<file path="src/circ_pkg.sv">
// circ_pkg: types and constants for the contact input run control block
// assumes a single 100 MHz clock domain and an asynchronous active-low reset
package circ_pkg;

   // input function selection
   typedef enum logic [2:0] {
      CIRC_FN_OFF,
      CIRC_FN_RUN,
      CIRC_FN_SW_NO,
      CIRC_FN_SW_NC,
      CIRC_FN_REMOTE
   } circ_func_t;

   // signal type of a run/stop or remote-select input
   typedef enum logic {
      CIRC_LEVEL_TYPE,
      CIRC_PULSE_TYPE
   } circ_sigtype_t;

   // reaction to a confirmed external-switch fault
   typedef enum logic [1:0] {
      CIRC_ALM_STOP,
      CIRC_ALM_CONTINUE,
      CIRC_ALM_IGNORE
   } circ_alm_act_t;

   // configuration of one contact input
   typedef struct packed {
      circ_func_t func;
      circ_sigtype_t sigtype;
   } circ_in_cfg_t;

   // reset defaults: input 1 level run/stop, input 2 unused
   localparam circ_in_cfg_t CIRC_IN1_RST = '{CIRC_FN_RUN, CIRC_LEVEL_TYPE};
   localparam circ_in_cfg_t CIRC_IN2_RST = '{CIRC_FN_OFF, CIRC_LEVEL_TYPE};

   // tick base: 100 MHz clock, 1 ms tick
   localparam int CIRC_CLK_HZ = 100000000;
   localparam int CIRC_TICK_MS = 1;
   localparam int CIRC_TICK_CYC = CIRC_CLK_HZ / 1000 * CIRC_TICK_MS;
   // minimum hold the far side keeps on pulse inputs
   localparam int CIRC_PULSE_HOLD_MS = 300;
   // timer widths in ticks, and default timer values (zero seconds)
   localparam int CIRC_TMR_W = 20;
   localparam logic [CIRC_TMR_W-1:0] CIRC_DELAY_RST = 20'h00000;
   localparam logic [CIRC_TMR_W-1:0] CIRC_OPEN_RST = 20'h00000;

   // interrupt status bit positions
   localparam int CIRC_IRQ_ALARM = 0;
   localparam int CIRC_IRQ_STOP = 1;
   localparam int CIRC_IRQ_W = 2;

endpackage

</file>
<file path="src/circ_core.sv">
// circ_core: run/stop, remote-select and external-switch supervision
// assumes contact pins are asynchronous, config ports are clk-synchronous
`timescale 1ns/1ps
`default_nettype none
module circ_core
   import circ_pkg::*;
#(
   parameter int TICK_CYC = CIRC_TICK_CYC
) (
   // clock and reset
   input wire logic clk,
   input wire logic rst_n,
   // contact pins, high = contact closed
   input wire logic [1:0] contact_in,
   // configuration
   input wire circ_in_cfg_t in1_cfg,
   input wire circ_in_cfg_t in2_cfg,
   input wire logic [CIRC_TMR_W-1:0] read_delay_ticks,
   input wire logic [CIRC_TMR_W-1:0] open_detect_ticks,
   input wire circ_alm_act_t alarm_action,
   input wire logic ext_sw1_mode_ok,
   input wire logic ext_sw2_mode_ok,
   // register port
   input wire logic [1:0] reg_addr,
   input wire logic [7:0] reg_wdata,
   input wire logic reg_wr,
   input wire logic reg_rd,
   output logic [7:0] reg_rdata,
   // status outputs
   output logic running,
   output logic remote_mode,
   output logic input2_detection_alarm,
   output logic irq
);

   ////////////////////////////////////////////////////////////////////////
   // register addresses
   localparam logic [1:0] ADDR_STATUS = 2'h0;
   localparam logic [1:0] ADDR_MASK = 2'h1;
   localparam logic [1:0] ADDR_STATE = 2'h2;

   ////////////////////////////////////////////////////////////////////////
   // two-stage sync
   logic [1:0] sync1_q;
   logic [1:0] sync2_q;
   logic [1:0] prev_q;
   always_ff @(posedge clk or negedge rst_n) begin
      if (!rst_n) begin
         sync1_q <= 2'h0;
         sync2_q <= 2'h0;
         prev_q <= 2'h0;
      end else begin
         sync1_q <= contact_in;
         sync2_q <= sync1_q;
         prev_q <= sync2_q;
      end
   end

   logic [1:0] release_p;
   assign release_p = prev_q & ~sync2_q;

   ////////////////////////////////////////////////////////////////////////
   // fixed ms tick
   logic [26:0] tick_cnt_q;
   logic tick;
   assign tick = (tick_cnt_q == 27'(TICK_CYC - 1));
   always_ff @(posedge clk or negedge rst_n) begin
      if (!rst_n) begin
         tick_cnt_q <= 27'h0000000;
      end else if (tick) begin
         tick_cnt_q <= 27'h0000000;
      end else begin
         tick_cnt_q <= tick_cnt_q + 27'h0000001;
      end
   end

   ////////////////////////////////////////////////////////////////////////
   // decode which input carries which function
   circ_in_cfg_t cfg [2];
   assign cfg[0] = in1_cfg;
   assign cfg[1] = in2_cfg;

   logic run_lvl_req;
   logic run_toggle;
   logic rmt_lvl_any;
   logic rmt_lvl_req;
   logic rmt_toggle;
   logic [1:0] sw_en;
   logic [1:0] sw_open;

   always_comb begin
      run_lvl_req = 1'b0;
      run_toggle = 1'b0;
      rmt_lvl_any = 1'b0;
      rmt_lvl_req = 1'b0;
      rmt_toggle = 1'b0;
      sw_en = 2'h0;
      sw_open = 2'h0;
      for (int i = 0; i < 2; i++) begin
         case (cfg[i].func)
            CIRC_FN_RUN: begin
               if (cfg[i].sigtype == CIRC_LEVEL_TYPE) begin
                  run_lvl_req = run_lvl_req | sync2_q[i];
               // pulse toggle, relies on hold by far side
               end else begin
                  run_toggle = run_toggle | release_p[i];
               end
            end
            CIRC_FN_REMOTE: begin
               if (cfg[i].sigtype == CIRC_LEVEL_TYPE) begin
                  rmt_lvl_any = 1'b1;
                  rmt_lvl_req = rmt_lvl_req | sync2_q[i];
               end else begin
                  rmt_toggle = rmt_toggle | release_p[i];
               end
            end
            // polarity: open-type faults when contact opens
            CIRC_FN_SW_NO: begin
               sw_en[i] = 1'b1;
               sw_open[i] = ~sync2_q[i];
            end
            CIRC_FN_SW_NC: begin
               sw_en[i] = 1'b1;
               sw_open[i] = sync2_q[i];
            end
            default: begin
            end
         endcase
      end
   end

   // which input level-types run (so a level release stops)
   logic run_lvl_cfg;
   always_comb begin
      run_lvl_cfg = 1'b0;
      for (int i = 0; i < 2; i++) begin
         if (cfg[i].func == CIRC_FN_RUN &&
             cfg[i].sigtype == CIRC_LEVEL_TYPE) begin
            run_lvl_cfg = 1'b1;
         end
      end
   end

   logic [1:0] sw_active;
   assign sw_active = sw_en & {ext_sw2_mode_ok, ext_sw1_mode_ok};

   ////////////////////////////////////////////////////////////////////////
   // supervision state machine
   typedef enum logic [1:0] {
      CIRC_ST_IDLE,
      CIRC_ST_DELAY,
      CIRC_ST_MONITOR
   } circ_sup_t;

   circ_sup_t sup_q;
   logic [CIRC_TMR_W-1:0] delay_cnt_q;
   logic [CIRC_TMR_W-1:0] open_cnt_q [2];
   logic [1:0] sw_fault;
   logic fault_any;
   logic stop_fault;

   // open confirmed once count reaches open time
   always_comb begin
      for (int i = 0; i < 2; i++) begin
         sw_fault[i] = sw_active[i] && sw_open[i] &&
                       (open_cnt_q[i] >= open_detect_ticks);
      end
   end

   assign fault_any = (sup_q == CIRC_ST_MONITOR) && (|sw_fault) &&
                      (alarm_action != CIRC_ALM_IGNORE);
   assign stop_fault = fault_any && (alarm_action == CIRC_ALM_STOP);
   // a latched stop alarm holds the stop; only a pulse start gets past
   logic stop_hold;
   assign stop_hold = input2_detection_alarm && !run_toggle &&
                      (alarm_action == CIRC_ALM_STOP);

   // run state; a fault stop wins over any start in the same cycle
   logic run_d;
   always_comb begin
      run_d = running;
      if (run_lvl_cfg) begin
         run_d = run_lvl_req;
      end else if (run_toggle) begin
         run_d = ~running;
      end
      if (stop_fault || stop_hold) begin
         run_d = 1'b0;
      end
   end

   // nothing assigned leaves run state alone
   always_ff @(posedge clk or negedge rst_n) begin
      if (!rst_n) begin
         running <= 1'b0;
      end else begin
         running <= run_d;
      end
   end

   always_ff @(posedge clk or negedge rst_n) begin
      if (!rst_n) begin
         sup_q <= CIRC_ST_IDLE;
         delay_cnt_q <= CIRC_DELAY_RST;
      end else if (!run_d) begin
         sup_q <= CIRC_ST_IDLE;
         delay_cnt_q <= CIRC_DELAY_RST;
      end else begin
         case (sup_q)
            CIRC_ST_IDLE: begin
               sup_q <= CIRC_ST_DELAY;
               delay_cnt_q <= CIRC_DELAY_RST;
            end
            CIRC_ST_DELAY: begin
               if (delay_cnt_q >= read_delay_ticks) begin
                  sup_q <= CIRC_ST_MONITOR;
               end else if (tick) begin
                  delay_cnt_q <= delay_cnt_q + 1'b1;
               end
            end
            CIRC_ST_MONITOR: begin
               sup_q <= CIRC_ST_MONITOR;
            end
            default: begin
               sup_q <= CIRC_ST_IDLE;
            end
         endcase
      end
   end

   // continuous open counters, saturating; a close restarts them
   always_ff @(posedge clk or negedge rst_n) begin
      if (!rst_n) begin
         open_cnt_q[0] <= CIRC_OPEN_RST;
         open_cnt_q[1] <= CIRC_OPEN_RST;
      end else begin
         for (int i = 0; i < 2; i++) begin
            if (sup_q != CIRC_ST_MONITOR || !sw_open[i]) begin
               open_cnt_q[i] <= CIRC_OPEN_RST;
            end else if (tick && open_cnt_q[i] != {CIRC_TMR_W{1'b1}}) begin
               open_cnt_q[i] <= open_cnt_q[i] + 1'b1;
            end
         end
      end
   end

   // alarm latch, held until the run input is released or pulsed
   always_ff @(posedge clk or negedge rst_n) begin
      if (!rst_n) begin
         input2_detection_alarm <= 1'b0;
      end else if (fault_any) begin
         input2_detection_alarm <= 1'b1;
      end else if (run_toggle || (run_lvl_cfg && !run_lvl_req)) begin
         input2_detection_alarm <= 1'b0;
      end
   end

   // remote mode: level follows input, pulse toggles
   always_ff @(posedge clk or negedge rst_n) begin
      if (!rst_n) begin
         remote_mode <= 1'b0;
      end else if (rmt_lvl_any) begin
         remote_mode <= rmt_lvl_req;
      end else if (rmt_toggle) begin
         remote_mode <= ~remote_mode;
      end
   end

   ////////////////////////////////////////////////////////////////////////
   // interrupt status: set wins over write-one-to-clear
   logic [CIRC_IRQ_W-1:0] irq_stat_q;
   logic [CIRC_IRQ_W-1:0] irq_mask_q;
   logic [CIRC_IRQ_W-1:0] irq_set;
   assign irq_set[CIRC_IRQ_ALARM] = fault_any && !input2_detection_alarm;
   assign irq_set[CIRC_IRQ_STOP] = running && !run_d;

   always_ff @(posedge clk or negedge rst_n) begin
      if (!rst_n) begin
         irq_stat_q <= '0;
      end else begin
         irq_stat_q <= (irq_stat_q & ~((reg_wr && reg_addr == ADDR_STATUS) ?
                       reg_wdata[CIRC_IRQ_W-1:0] : '0)) | irq_set;
      end
   end

   // mask register write
   always_ff @(posedge clk or negedge rst_n) begin
      if (!rst_n) begin
         irq_mask_q <= '0;
      end else if (reg_wr && reg_addr == ADDR_MASK) begin
         irq_mask_q <= reg_wdata[CIRC_IRQ_W-1:0];
      end
   end

   assign irq = |(irq_stat_q & irq_mask_q);

   // read data one cycle after strobe; unmapped reads zero
   always_ff @(posedge clk or negedge rst_n) begin
      if (!rst_n) begin
         reg_rdata <= 8'h00;
      end else if (reg_rd) begin
         case (reg_addr)
            ADDR_STATUS: reg_rdata <= {6'h00, irq_stat_q};
            ADDR_MASK: reg_rdata <= {6'h00, irq_mask_q};
            ADDR_STATE: reg_rdata <= {3'h0, sup_q, input2_detection_alarm,
                                      remote_mode, running};
            default: reg_rdata <= 8'h00;
         endcase
      end else begin
         reg_rdata <= 8'h00;
      end
   end

endmodule
`default_nettype wire

</file>
<file path="config.mk">
export PLATFORM = sky130hd
export DESIGN_NAME = circ_core
export DESIGN_NICKNAME = d
export VERILOG_FILES = /design/src/circ_pkg.sv /design/src/circ_core.sv
export SDC_FILE = /design/constraint.sdc
export NUM_CORES = 1
export LEC_CHECK = 0
export ABC_AREA = 0
export BUFFER_PORTS_ARGS = -buffer_cell sky130_fd_sc_hd__buf_2
export CAP_MARGIN = 25
export CORE_ASPECT_RATIO = 0.75
export CORE_MARGIN = 4
export CORE_UTILIZATION = 35
export DETAILED_ROUTE_END_ITERATION = 10
export HOLD_SLACK_MARGIN = 0.15
export PLACE_DENSITY_LB_ADDON = 0.1
export SETUP_SLACK_MARGIN = 0.4
export SYNTH_ARGS = -nofsm -noshare
export SYNTH_HDL_FRONTEND = slang
export SYNTH_SLANG_ARGS = --single-unit
</file>
<file path="constraint.sdc">
create_clock -name clk -period 5.25 [get_ports clk]
set_input_delay 0.2625 -clock clk [delete_from_list [all_inputs] [get_ports clk]]
set_output_delay 0.2625 -clock clk [all_outputs]
set_load 0.005 [all_outputs]
</file>
# ---- Yosys cells after proc, flatten, opt, wreduce, memory -nomap -nowiden
# Cells that the tools add are included.
dict set report totals {
  inputBits 68
  register_bits 110
  wordCells 145
  output_inout_bits 12
}
dict set report op_classes {
  n_lt_le_gt_ge 3
  mux 46
  n_eq_ne 21
  addsub 4
  bitwise 17
  reduce_logical 40
}
# op n
set ops {}
lappend ops {{$mux W20} 7}
lappend ops {{$add A20 B1 Y20 const B} 3}
lappend ops {{$ge A20 B20 Y1} 3}
lappend ops {{$ne A20 B20 Y1 const B} 2}
lappend ops {{$pmux W20 S2} 1}
lappend ops {{$mux W1} 29}
lappend ops {{$add A27 B1 Y27 const B} 1}
lappend ops {{$eq A27 B17 Y1 const B} 1}
lappend ops {{$mux W27} 1}
lappend ops {{$logic_and A1 B1 Y1} 18}
lappend ops {{$pmux W5 S3} 1}
lappend ops {{$eq A3 B2 Y1 const B} 4}
lappend ops {{$ne A3 B3 Y1 const B} 3}
lappend ops {{$and A2 B2 Y2} 4}
lappend ops {{$mux W8} 1}
lappend ops {{$reduce_bool A2 Y1} 4}
lappend ops {{$reduce_or A2 Y1} 4}
lappend ops {{$eq A3 B1 Y1 const B} 2}
lappend ops {{$eq A3 B3 Y1 const B} 2}
lappend ops {{$logic_not A1 Y1} 6}
lappend ops {{$logic_not A2 Y1} 3}
lappend ops {{$mux W2} 3}
lappend ops {{$not A1 Y1} 6}
lappend ops {{$pmux W2 S3} 1}
lappend ops {{other kinds (10)} 21}

# ---- Logic depth before layout (Yosys ltp)
# Gate-level depths: netlist (run 1).
dict set report logic_depth {
  word_depth 15
  depth_mapped 10
  depth_no_buf 9
}

# ---- Worst setup path after synthesis (run 1)
# OpenSTA, ideal clock, no wires.
dict set report synth_timing {
  path_type {register to register}
  from {register delay_cnt_q[18]}
  to {register delay_cnt_q[19]}
  period_less_slack_ps 2427
  stages_incl_launch_ff 9
  t_arrival_ps 2348
  setup_time_ps 78
  required_time_ps 5172
  n_path_buf 0
  path_slack_ps 2823
  cell_sequence {dfrtp_1 > ha_1 > a2111oi_4 > nand3_2 > nor3_4 > o21a_2 > o2111ai_4 > or4_1 > a21oi_1}
}
dict set report synth_via {
  elab_chain_len 5
  word_cells_on_any_way 8
  cone_classes {add/sub: 1; order compare: 1; eq/ne: 1; mux: 4; reduce/logical: 1}
}
# item line
set synth_lines {}
lappend synth_lines {{start: declaration} circ_core.sv:156} ;# logic [CIRC_TMR_W-1:0] delay_cnt_q;
lappend synth_lines {{start signal: assignment} circ_core.sv:218} ;# delay_cnt_q <= delay_cnt_q + 1'b1;
lappend synth_lines {{$add A20 B1 Y20} circ_core.sv:218}
lappend synth_lines {{$mux W20} circ_core.sv:217} ;# end else if (tick) begin
lappend synth_lines {{$mux W20} circ_core.sv:215} ;# if (delay_cnt_q >= read_delay_ticks) begin
lappend synth_lines {{$pmux W20 S2} circ_core.sv:209} ;# case (sup_q)
lappend synth_lines {{$mux W20} circ_core.sv:205} ;# end else if (!run_d) begin
# Parallel ways exist; a longest one is shown, timed or not. The select of a mux whose other input is x is not followed.
# A chain may end at the register's enable or synchronous reset.

# ---- Final worst setup path (run 1)
dict set report layout_timing {
  from {register delay_cnt_q[18]}
  to {register delay_cnt_q[17]}
}
dict set report layout_via {
  elab_chain_len 3
}
# item line
set layout_lines {}
lappend layout_lines {{$ge A20 B20 Y1} circ_core.sv:215}
lappend layout_lines {{$ne A3 B3 Y1 (no source line)} n/a}
lappend layout_lines {{$reduce_and A3 Y1 (no source line)} n/a}
# Every way passes these cells.

==> impl_summary.log, run 1 <==
INFO  metric outcome = finished, final reports clean
INFO  metric yosysUniqueCellTypes = 69
INFO  metric slowest_stage = or4_1
INFO  metric worst_setup_path_start_kind = register
INFO  metric ff2ff_path_depth = 8
INFO  metric post_synth_fa_ha_maj_area_fraction = 12.0%
INFO  metric detail_route.iter0.violations = 292
INFO  metric vias_per_cell = 5.23
INFO  metric yosys.area_share.simple = 24.4%
INFO  metric first_drt_pass_iteration_count = 5
INFO  metric netlist_area = 6970 um2
INFO  metric via_count_of_the_first_global_routing_pass = 5516
INFO  metric r2r-start = delay_cnt_q[18]$_DFFE_PN0P_
INFO  metric hold_path_startpoint = reg_wdata[0]
INFO  metric final_min_period_over_clock_period = 57.2%
INFO  metric grt_overflow_total = 0
INFO  metric post-route-worst-setup-slack = 2250 ps
INFO  metric leakage = 3.62 nW
INFO  metric worstPathCellList = ha_1 -> a2111oi_4 -> nand2b_1 -> o211ai_1 -> nand3_1 -> and2_1 -> or4_1 -> a21oi_1
INFO  metric timing.critical_path.max_delay_family = simple AND/OR/NAND/NOR gates
INFO  metric total_detailed_routing_wirelength = 17.2 mm
INFO  metric synth.avg_cell_area = 9.18 um2
INFO  metric critPathRequiredTime = 5530 ps
INFO  metric pwr_density_cell = 232 nW/um2
INFO  metric worst_ep_arrival_time = 3280 ps
INFO  metric async_reset_ff_share = 100%
INFO  metric multi_input_comb_area = 4010 um2
INFO  metric worst_slew_pin_slew = 867 ps
INFO  metric fp-row-count = 44
INFO  metric leading_cell_types_in_the_layout_fill_and_taps_excluded = dfrtp_1, nor2_1, buf_2
INFO  metric ios = 80
INFO  metric use_met3 = 3.21%
INFO  metric post_layout_instance_area = 7910 um2
INFO  metric totalPowerFinal = 1.83 mW
INFO  metric tritoncts = done
INFO  metric synth_edf_count = 0
INFO  metric cts-htree-levels = 3
INFO  metric route.antenna.remaining_nets = 0
INFO  metric fp.dieArea = 22300 um2
INFO  metric tightest_hold_check_type = primary input to register
INFO  metric crit_cells = 8
INFO  metric unrepaired_setup_endpoints_after_global_routing = no
INFO  metric crit_path_end = delay_cnt_q[17]$_DFFE_PN0P_
INFO  metric die_width = 171 um
INFO  metric layout.cells.most_common = dfrtp_1
INFO  metric drv_cap = 0
INFO  metric max_freq = 0.333 GHz
INFO  metric pre_cts_slack = 2280 ps
INFO  metric share_of_the_yosys_chip_area_belonging_to_registers = 38.4%
INFO  metric ir_worst_vdd = 0.130 mV
INFO  metric worst_skew_pair.late_latency = 360 ps
INFO  metric timing.hold.ws = 167 ps
INFO  metric clock-sinks = 107
INFO  metric antenna_found_initial = 0
INFO  metric synth_compound_area_share = 11.8%
INFO  metric die_height = 130 um
INFO  metric drive_gt1_share = 12.9%
INFO  metric setup-tns-final = 0 ps
INFO  metric r2r_end = delay_cnt_q[17]$_DFFE_PN0P_
INFO  metric timing.final.setup_violations = 0
INFO  metric synth_top_family_by_area = simple AND/OR/NAND/NOR gates
INFO  metric gr-usage-all-layers = 15.9%
INFO  metric gp_congestion = 0.871
INFO  metric maxSlewHeadroom = 42.2%
INFO  metric ys_seq_elements = 107
INFO  metric clock_tree.buffer_depth = 2
INFO  metric yosys_warnings = 0
INFO  metric placement.io_buffers = 70
INFO  metric grt_pass1_wl = 28.1 mm
INFO  metric clk_transition_reported_paths = 70 ps
INFO  metric synthXorXnorAreaFrac = 8.17%
INFO  metric dp_hpwl = 13.1 mm
INFO  metric syn_to_final_growth = 13.5%
INFO  metric grt_start_max_net_pins = 66
INFO  metric timing.reg2reg.setup_slack = 2250 ps
INFO  metric worst-path-max-fanout = 21
INFO  metric post-cts-setup-buffer-count = 0
INFO  metric start_util = 35.9%
INFO  metric min_period = 3000 ps
INFO  metric critical-path-max-stage-delay = 560 ps
INFO  metric muxShareOfSynthArea = 0.898%
INFO  metric use_met2 = 24.0%
INFO  metric n_diodes = 0
INFO  metric layout.area.seq = 2680 um2
INFO  metric synth-main-ff-cell = dfrtp_1
INFO  metric clock_skew = 7.47 ps
INFO  metric gr_util_met1 = 23.6%
INFO  metric number_of_nets_at_the_end_of_the_flow = 967
INFO  metric worstPathBufferInverterCount = 0
INFO  metric number_of_buffers_created_by_cts = 9
INFO  metric drc = 0
INFO  metric cts_root_buf = clkbuf_16
INFO  metric end_kind = register
INFO  metric cp-startpoint = delay_cnt_q[18]$_DFFE_PN0P_
INFO  metric post_placement_cell_area = 7590 um2
INFO  metric num_vias = 5700
INFO  metric critical_path_class = register to register
INFO  metric count_of_final_max_slew_check_failures = 0
INFO  metric synth_cells = 759
INFO  metric core_region_area = 19400 um2
INFO  metric finalHoldViolations = 0
INFO  metric busiest_layer = met2
INFO  metric drt-wirelength-per-cell = 15.8 um
INFO  metric layout.filler_cells = 1952
==> power by group <==
group / switching (mW) / total (mW) / internal (mW)
Sequential: 0.0147 / 0.860 / 0.845
Combinational: 0.184 / 0.291 / 0.106
Clock: 0.317 / 0.684 / 0.367
Total: 0.515 / 1.83 / 1.32
==> sequential cells by signal, summed over array words and instances (netlist names) <==
signal / count
running: 1
irq_mask_q: 2
prev_q: 2
sync2_q: 2
open_cnt_q: 40
reg_rdata: 5
irq_stat_q: 2
remote_mode: 1
delay_cnt_q: 20
sup_q: 2
input2_detection_alarm: 1
sync1_q: 2
tick_cnt_q: 27
==> worst register-to-register path: stages, from the launching register on <==
cell	delay, ps
dfrtp_1	410
ha_1	340
a2111oi_4	430
nand2b_1	100
o211ai_1	360
nand3_1	190
and2_1	390
or4_1	570
a21oi_1	150
==> logic make-up (layout without fill, tap and decap cells) <==
logic type / Yosys count / count (layout)
buf+inv: 71 / 146
flops: 107 / 107
other cells: 1 / 3
compound gates: 125 / 125
mux: 6 / 6
simple gates: 317 / 317
xor+xnor: 65 / 65
fa+ha+maj: 67 / 67
==> repair_timing <==
| item | 4_1_cts | 5_1_grt |
|---|---|---|
| setup endpoints to repair | 0 | 0 |
| hold buffers | 4 | 0 |
| resized for setup | 0 | 0 |
| hold endpoints to repair | 67 | 0 |
==> stage by stage <==
stage / util, % / cells
after floorplan: - / 761
after global placement: 39.0 / 1070
after detailed placement: 39.0 / 1070
after CTS: 40.7 / 1089
after global routing: 40.7 / 1089
final: 40.7 / 1089
==> final cells by class <==
class,instances,share of cell area [%]
sequential,107,33.9
timing repair buffer,78,5.35
clock inverter,5,0.680
clock buffer,10,2.90
multi-input combinational,583,50.7
inverter,53,2.52
tap,253,4.00
==> metal layers <==
metal | up-vias | part of all wire (%) | wire length [um]
met2 | 96 | 43 | 7410
met5 | - | 0 | 0
met3 | 8 | 4.1 | 711
met1 | 2766 | 52 | 8960
met4 | 0 | 0.73 | 126
li1 | 2830 | - | -
==> worst min-delay path by stage <==
stage                                 endpoint  depth (start not counted)
finish               irq_mask_q[0]$_DFFE_PN0P_                          2
detailed placement        sync2_q[0]$_DFF_PN0_                          0
CTS                  irq_mask_q[0]$_DFFE_PN0P_                          2
global placement          sync2_q[0]$_DFF_PN0_                          0
global route         irq_mask_q[0]$_DFFE_PN0P_                          2
floorplan           delay_cnt_q[0]$_DFFE_PN0P_                          0
==> synth_stat cells, types with 4 or more instances <==
cell type  number  share of area (%)
nand3_1        30                2.2
xnor2_1        27                3.4
xor2_1         38                4.8
nor2_1         81                4.4
nor3_1         19                1.4
clkbuf_1       10               0.54
a21oi_1        49                3.5
nor2b_1         6               0.54
o21ai_0        34                2.4
ha_1           67                 12
mux2i_1         4               0.57
and2_1         10               0.90
nand2_1        61                3.3
inv_1          53                2.9
and4_1         11                1.4
nand2b_1        5               0.45
nand3b_1        5               0.54
or3_1          16                1.4
dfrtp_1       107                 38
nand4_1        37                3.3
and3_1         15                1.3
a211oi_1        5               0.54
Note: power is estimated with default switching activity, not from simulation.
==> run 2: changes to the inputs <==
==> constraint.sdc (replaced) <==
create_clock -name clk -period 2.75 [get_ports clk]
set_input_delay 0.1375 -clock clk [delete_from_list [all_inputs] [get_ports clk]]
set_output_delay 0.1375 -clock clk [all_outputs]
set_load 0.005 [all_outputs]
==> impl_summary.log, run 2 (synthesis gave the netlist of run 1 again) <==
INFO  metric worstPathCellList = ha_4 -> a2111oi_4 -> nand2b_1 -> o211ai_1 -> buf_4 -> and2_4 -> o2111ai_4 -> or4_1 -> a21oi_1
INFO  metric ios = 80 (unchanged)
INFO  metric n_diodes = 0 (unchanged)
INFO  metric grt_start_max_net_pins = 46 (-30%)
INFO  metric unrepaired_setup_endpoints_after_global_routing = yes
INFO  metric layout.cells.most_common = dfrtp_1
INFO  metric num_vias = 5821 (+2.1%)
INFO  metric final_min_period_over_clock_period = 92.1% (+35 points)
INFO  metric power.sequential.fraction = 44.5% (-2.4 points)
INFO  metric outcome = finished, final reports clean
INFO  metric post_placement_cell_area = 7690 um2 (+1.4%)
INFO  metric vias_per_cell = 5.17 (-1.2%)
INFO  metric number_of_buffers_created_by_cts = 9 (unchanged)
INFO  metric clk_transition_reported_paths = 70 ps (about the same)
INFO  metric drt-wirelength-per-cell = 15.5 um (-1.7%)
INFO  metric end_kind = register
INFO  metric biggestRegsByFlops = open_cnt_q (40), tick_cnt_q (27), delay_cnt_q (20)
INFO  metric post_layout_instance_area = 8470 um2 (+7.1%)
INFO  metric leakage = 3.84 nW (+6.0%)
INFO  metric placement.io_buffers = 70 (unchanged)
INFO  metric clock_skew = 10.8 ps (+3.31 ps)
INFO  metric p_sw_share = 27.4% (-0.73 points)
INFO  metric drc = 0 (unchanged)
INFO  metric maxSlewHeadroom = 51.7% (+9.5 points)
INFO  metric drive_gt1_share = 19.7% (+6.8 points)
INFO  metric leading_cell_types_in_the_layout_fill_and_taps_excluded = dfrtp_1, nor2_1, buf_2
INFO  metric gp_congestion = 0.845 (-3.0%)
INFO  metric fp.dieArea = 22300 um2 (unchanged)
INFO  metric comb_power_share = 16.9% (+1.1 points)
INFO  metric dp_hpwl = 13.4 mm (+2.4%)
INFO  metric worst_ep_arrival_time = 2820 ps (-460 ps)
INFO  metric power.switching = 1.01 mW (+96%)
INFO  metric slowest_stage = or4_1
INFO  metric intPower = 2.68 mW (+100%)
INFO  metric total_detailed_routing_wirelength = 17.5 mm (+1.7%)
INFO  metric postLayoutCoreUtil = 43.6% (+2.9 points)
INFO  metric timing.final.setup_violations = 0 (unchanged)
INFO  metric clock_tree.buffer_depth = 2 (unchanged)
INFO  metric start_util = 35.9% (unchanged)
INFO  metric die_height = 130 um (unchanged)
INFO  metric worst_slew_pin_slew = 725 ps (-143 ps)
INFO  metric worst_skew_pair.late_latency = 360 ps (about the same)
INFO  metric detail_route.iter0.violations = 304 (+4.1%)
INFO  metric number_of_nets_at_the_end_of_the_flow = 1004 (+3.8%)
INFO  metric ir_worst_vdd = 0.360 mV (+180%)
INFO  metric grt_overflow_total = 0 (unchanged)
INFO  metric route.antenna.remaining_nets = 0 (unchanged)
INFO  metric fp-row-count = 44 (unchanged)
INFO  metric finalHoldViolations = 0 (unchanged)
INFO  metric first_drt_pass_iteration_count = 4 (-1)
INFO  metric syn_to_final_growth = 21.6%
INFO  metric tritoncts = done
INFO  metric cts-htree-levels = 3 (unchanged)
INFO  metric critical_path_class = register to register
INFO  metric max_freq = 0.395 GHz (+19%)
INFO  metric largest_register_ffs = 40 (unchanged)
INFO  metric timing.critical_path.max_delay_family = compound AO/OA/AOI/OAI gates
INFO  metric pwr_density_cell = 435 nW/um2 (+88%)
INFO  metric tightest_hold_check_type = primary input to register
INFO  metric critPathRequiredTime = 3030 ps (-2500 ps)
INFO  metric drv_cap = 0 (unchanged)
INFO  metric gr-usage-all-layers = 16.0% (+0.15 points)
INFO  metric min_period = 2530 ps (-470 ps)
INFO  metric worstPathBufferInverterCount = 1 (+1)
INFO  metric critical-path-max-stage-delay = 460 ps (-100 ps)
INFO  metric core_region_area = 19400 um2 (unchanged)
INFO  metric clock_power_share = 38.6% (+1.3 points)
INFO  metric antenna_found_initial = 0 (unchanged)
INFO  metric regMostFlops = open_cnt_q
INFO  metric cts_root_buf = clkbuf_16
INFO  metric worst-path-max-fanout = 6 (-71%)
INFO  metric via_count_of_the_first_global_routing_pass = 5650 (+2.4%)
INFO  metric count_of_final_max_slew_check_failures = 0 (unchanged)
INFO  metric worst_setup_path_start_kind = register
INFO  metric die_width = 171 um (unchanged)
INFO  metric clock-sinks = 107 (unchanged)
INFO  metric grt_pass1_wl = 28.5 mm (+1.2%)
-- run 2: cell count changes in the layout (fill, tap and decap cells not counted), sizes merged --
cell and change:
buf +32, dlygate4sd3 +5, clkinv -3, clkinvlp +2, bufinv +1, clkbuf +1, inv -1
-- run 2: metrics by stage --
step                      TNS, ps  worst slack [ps]  cells  total power, mW  hold WS (ps)
final                           0               216   1126             3.69           170
after CTS                       0               231   1115             3.72           158
after global placement          0              90.0   1081             2.22           195
after floorplan                 0               406    761             2.01          -158
after global routing            0               101   1126             3.87           180
after detailed placement    -6.92             -6.92   1081             2.24           197
-- run 2: cell type report --
type                    count  area [um2]
fillers                  1914       11000
clock inverters             4        75.1
well taps                 253         317
multi-input cells         583        4190
repair buffers            115         766
flip-flops and latches    107        2680
inverters                  53         199
clock buffers              11         243
-- run 2: layer usage --
layer | share of wire, % | up-vias | GRT usage [%] | wire, um
met3 | 3.9 | 14 | 3.09 | 683
met5 | 0 | - | 0 | 0
met2 | 43 | 92 | 24.6 | 7610
met1 | 51 | 2804 | 23.5 | 9010
li1 | - | 2911 | - | -
met4 | 1.1 | 0 | 3.87 | 195
-- run 2: what timing repair did --
item                                    CTS  global route
buffers inserted                         10            11
gates resized for setup                  14            30
endpoints found under the hold margin    55             0
gates cloned                              0             0
hold buffers                              9             0
endpoints found under the setup margin   51            48
pin swaps                                11            11
-- run 2: power groups by stage --
| stage | clock (mW) | sequential (mW) | combinational, mW |
|---|---|---|---|
| after CTS | 1.46 | 1.64 | 0.621 |
| after detailed placement | 0 | 1.67 | 0.573 |
| after global routing | 1.53 | 1.64 | 0.701 |
| after floorplan | 0 | 1.67 | 0.344 |
| after global placement | 0 | 1.67 | 0.548 |
| final | 1.42 | 1.64 | 0.623 |
-- run 2: final timing paths --
path	slack (ps)	from	to	depth (start not counted)
worst max register to register	220	delay_cnt_q[17]$_DFFE_PN0P_	delay_cnt_q[19]$_DFFE_PN0P_	9
max in group asynchronous	1690	rst_n	open_cnt_q[38]$_DFFE_PN0P_	3
worst min-delay path	170	alarm_action[0]	input2_detection_alarm$_DFFE_PN0P_	3
worst max-delay path	220	delay_cnt_q[17]$_DFFE_PN0P_	delay_cnt_q[19]$_DFFE_PN0P_	9
worst min register to register	350	sync1_q[0]$_DFF_PN0_	sync2_q[0]$_DFF_PN0_	0
min in group asynchronous	340	rst_n	delay_cnt_q[8]$_DFFE_PN0P_	2
-- run 2: tightest hold or removal path: stages --
cell and delay [ps]:
buf_2 110, nand2b_1 120, a32o_1 120
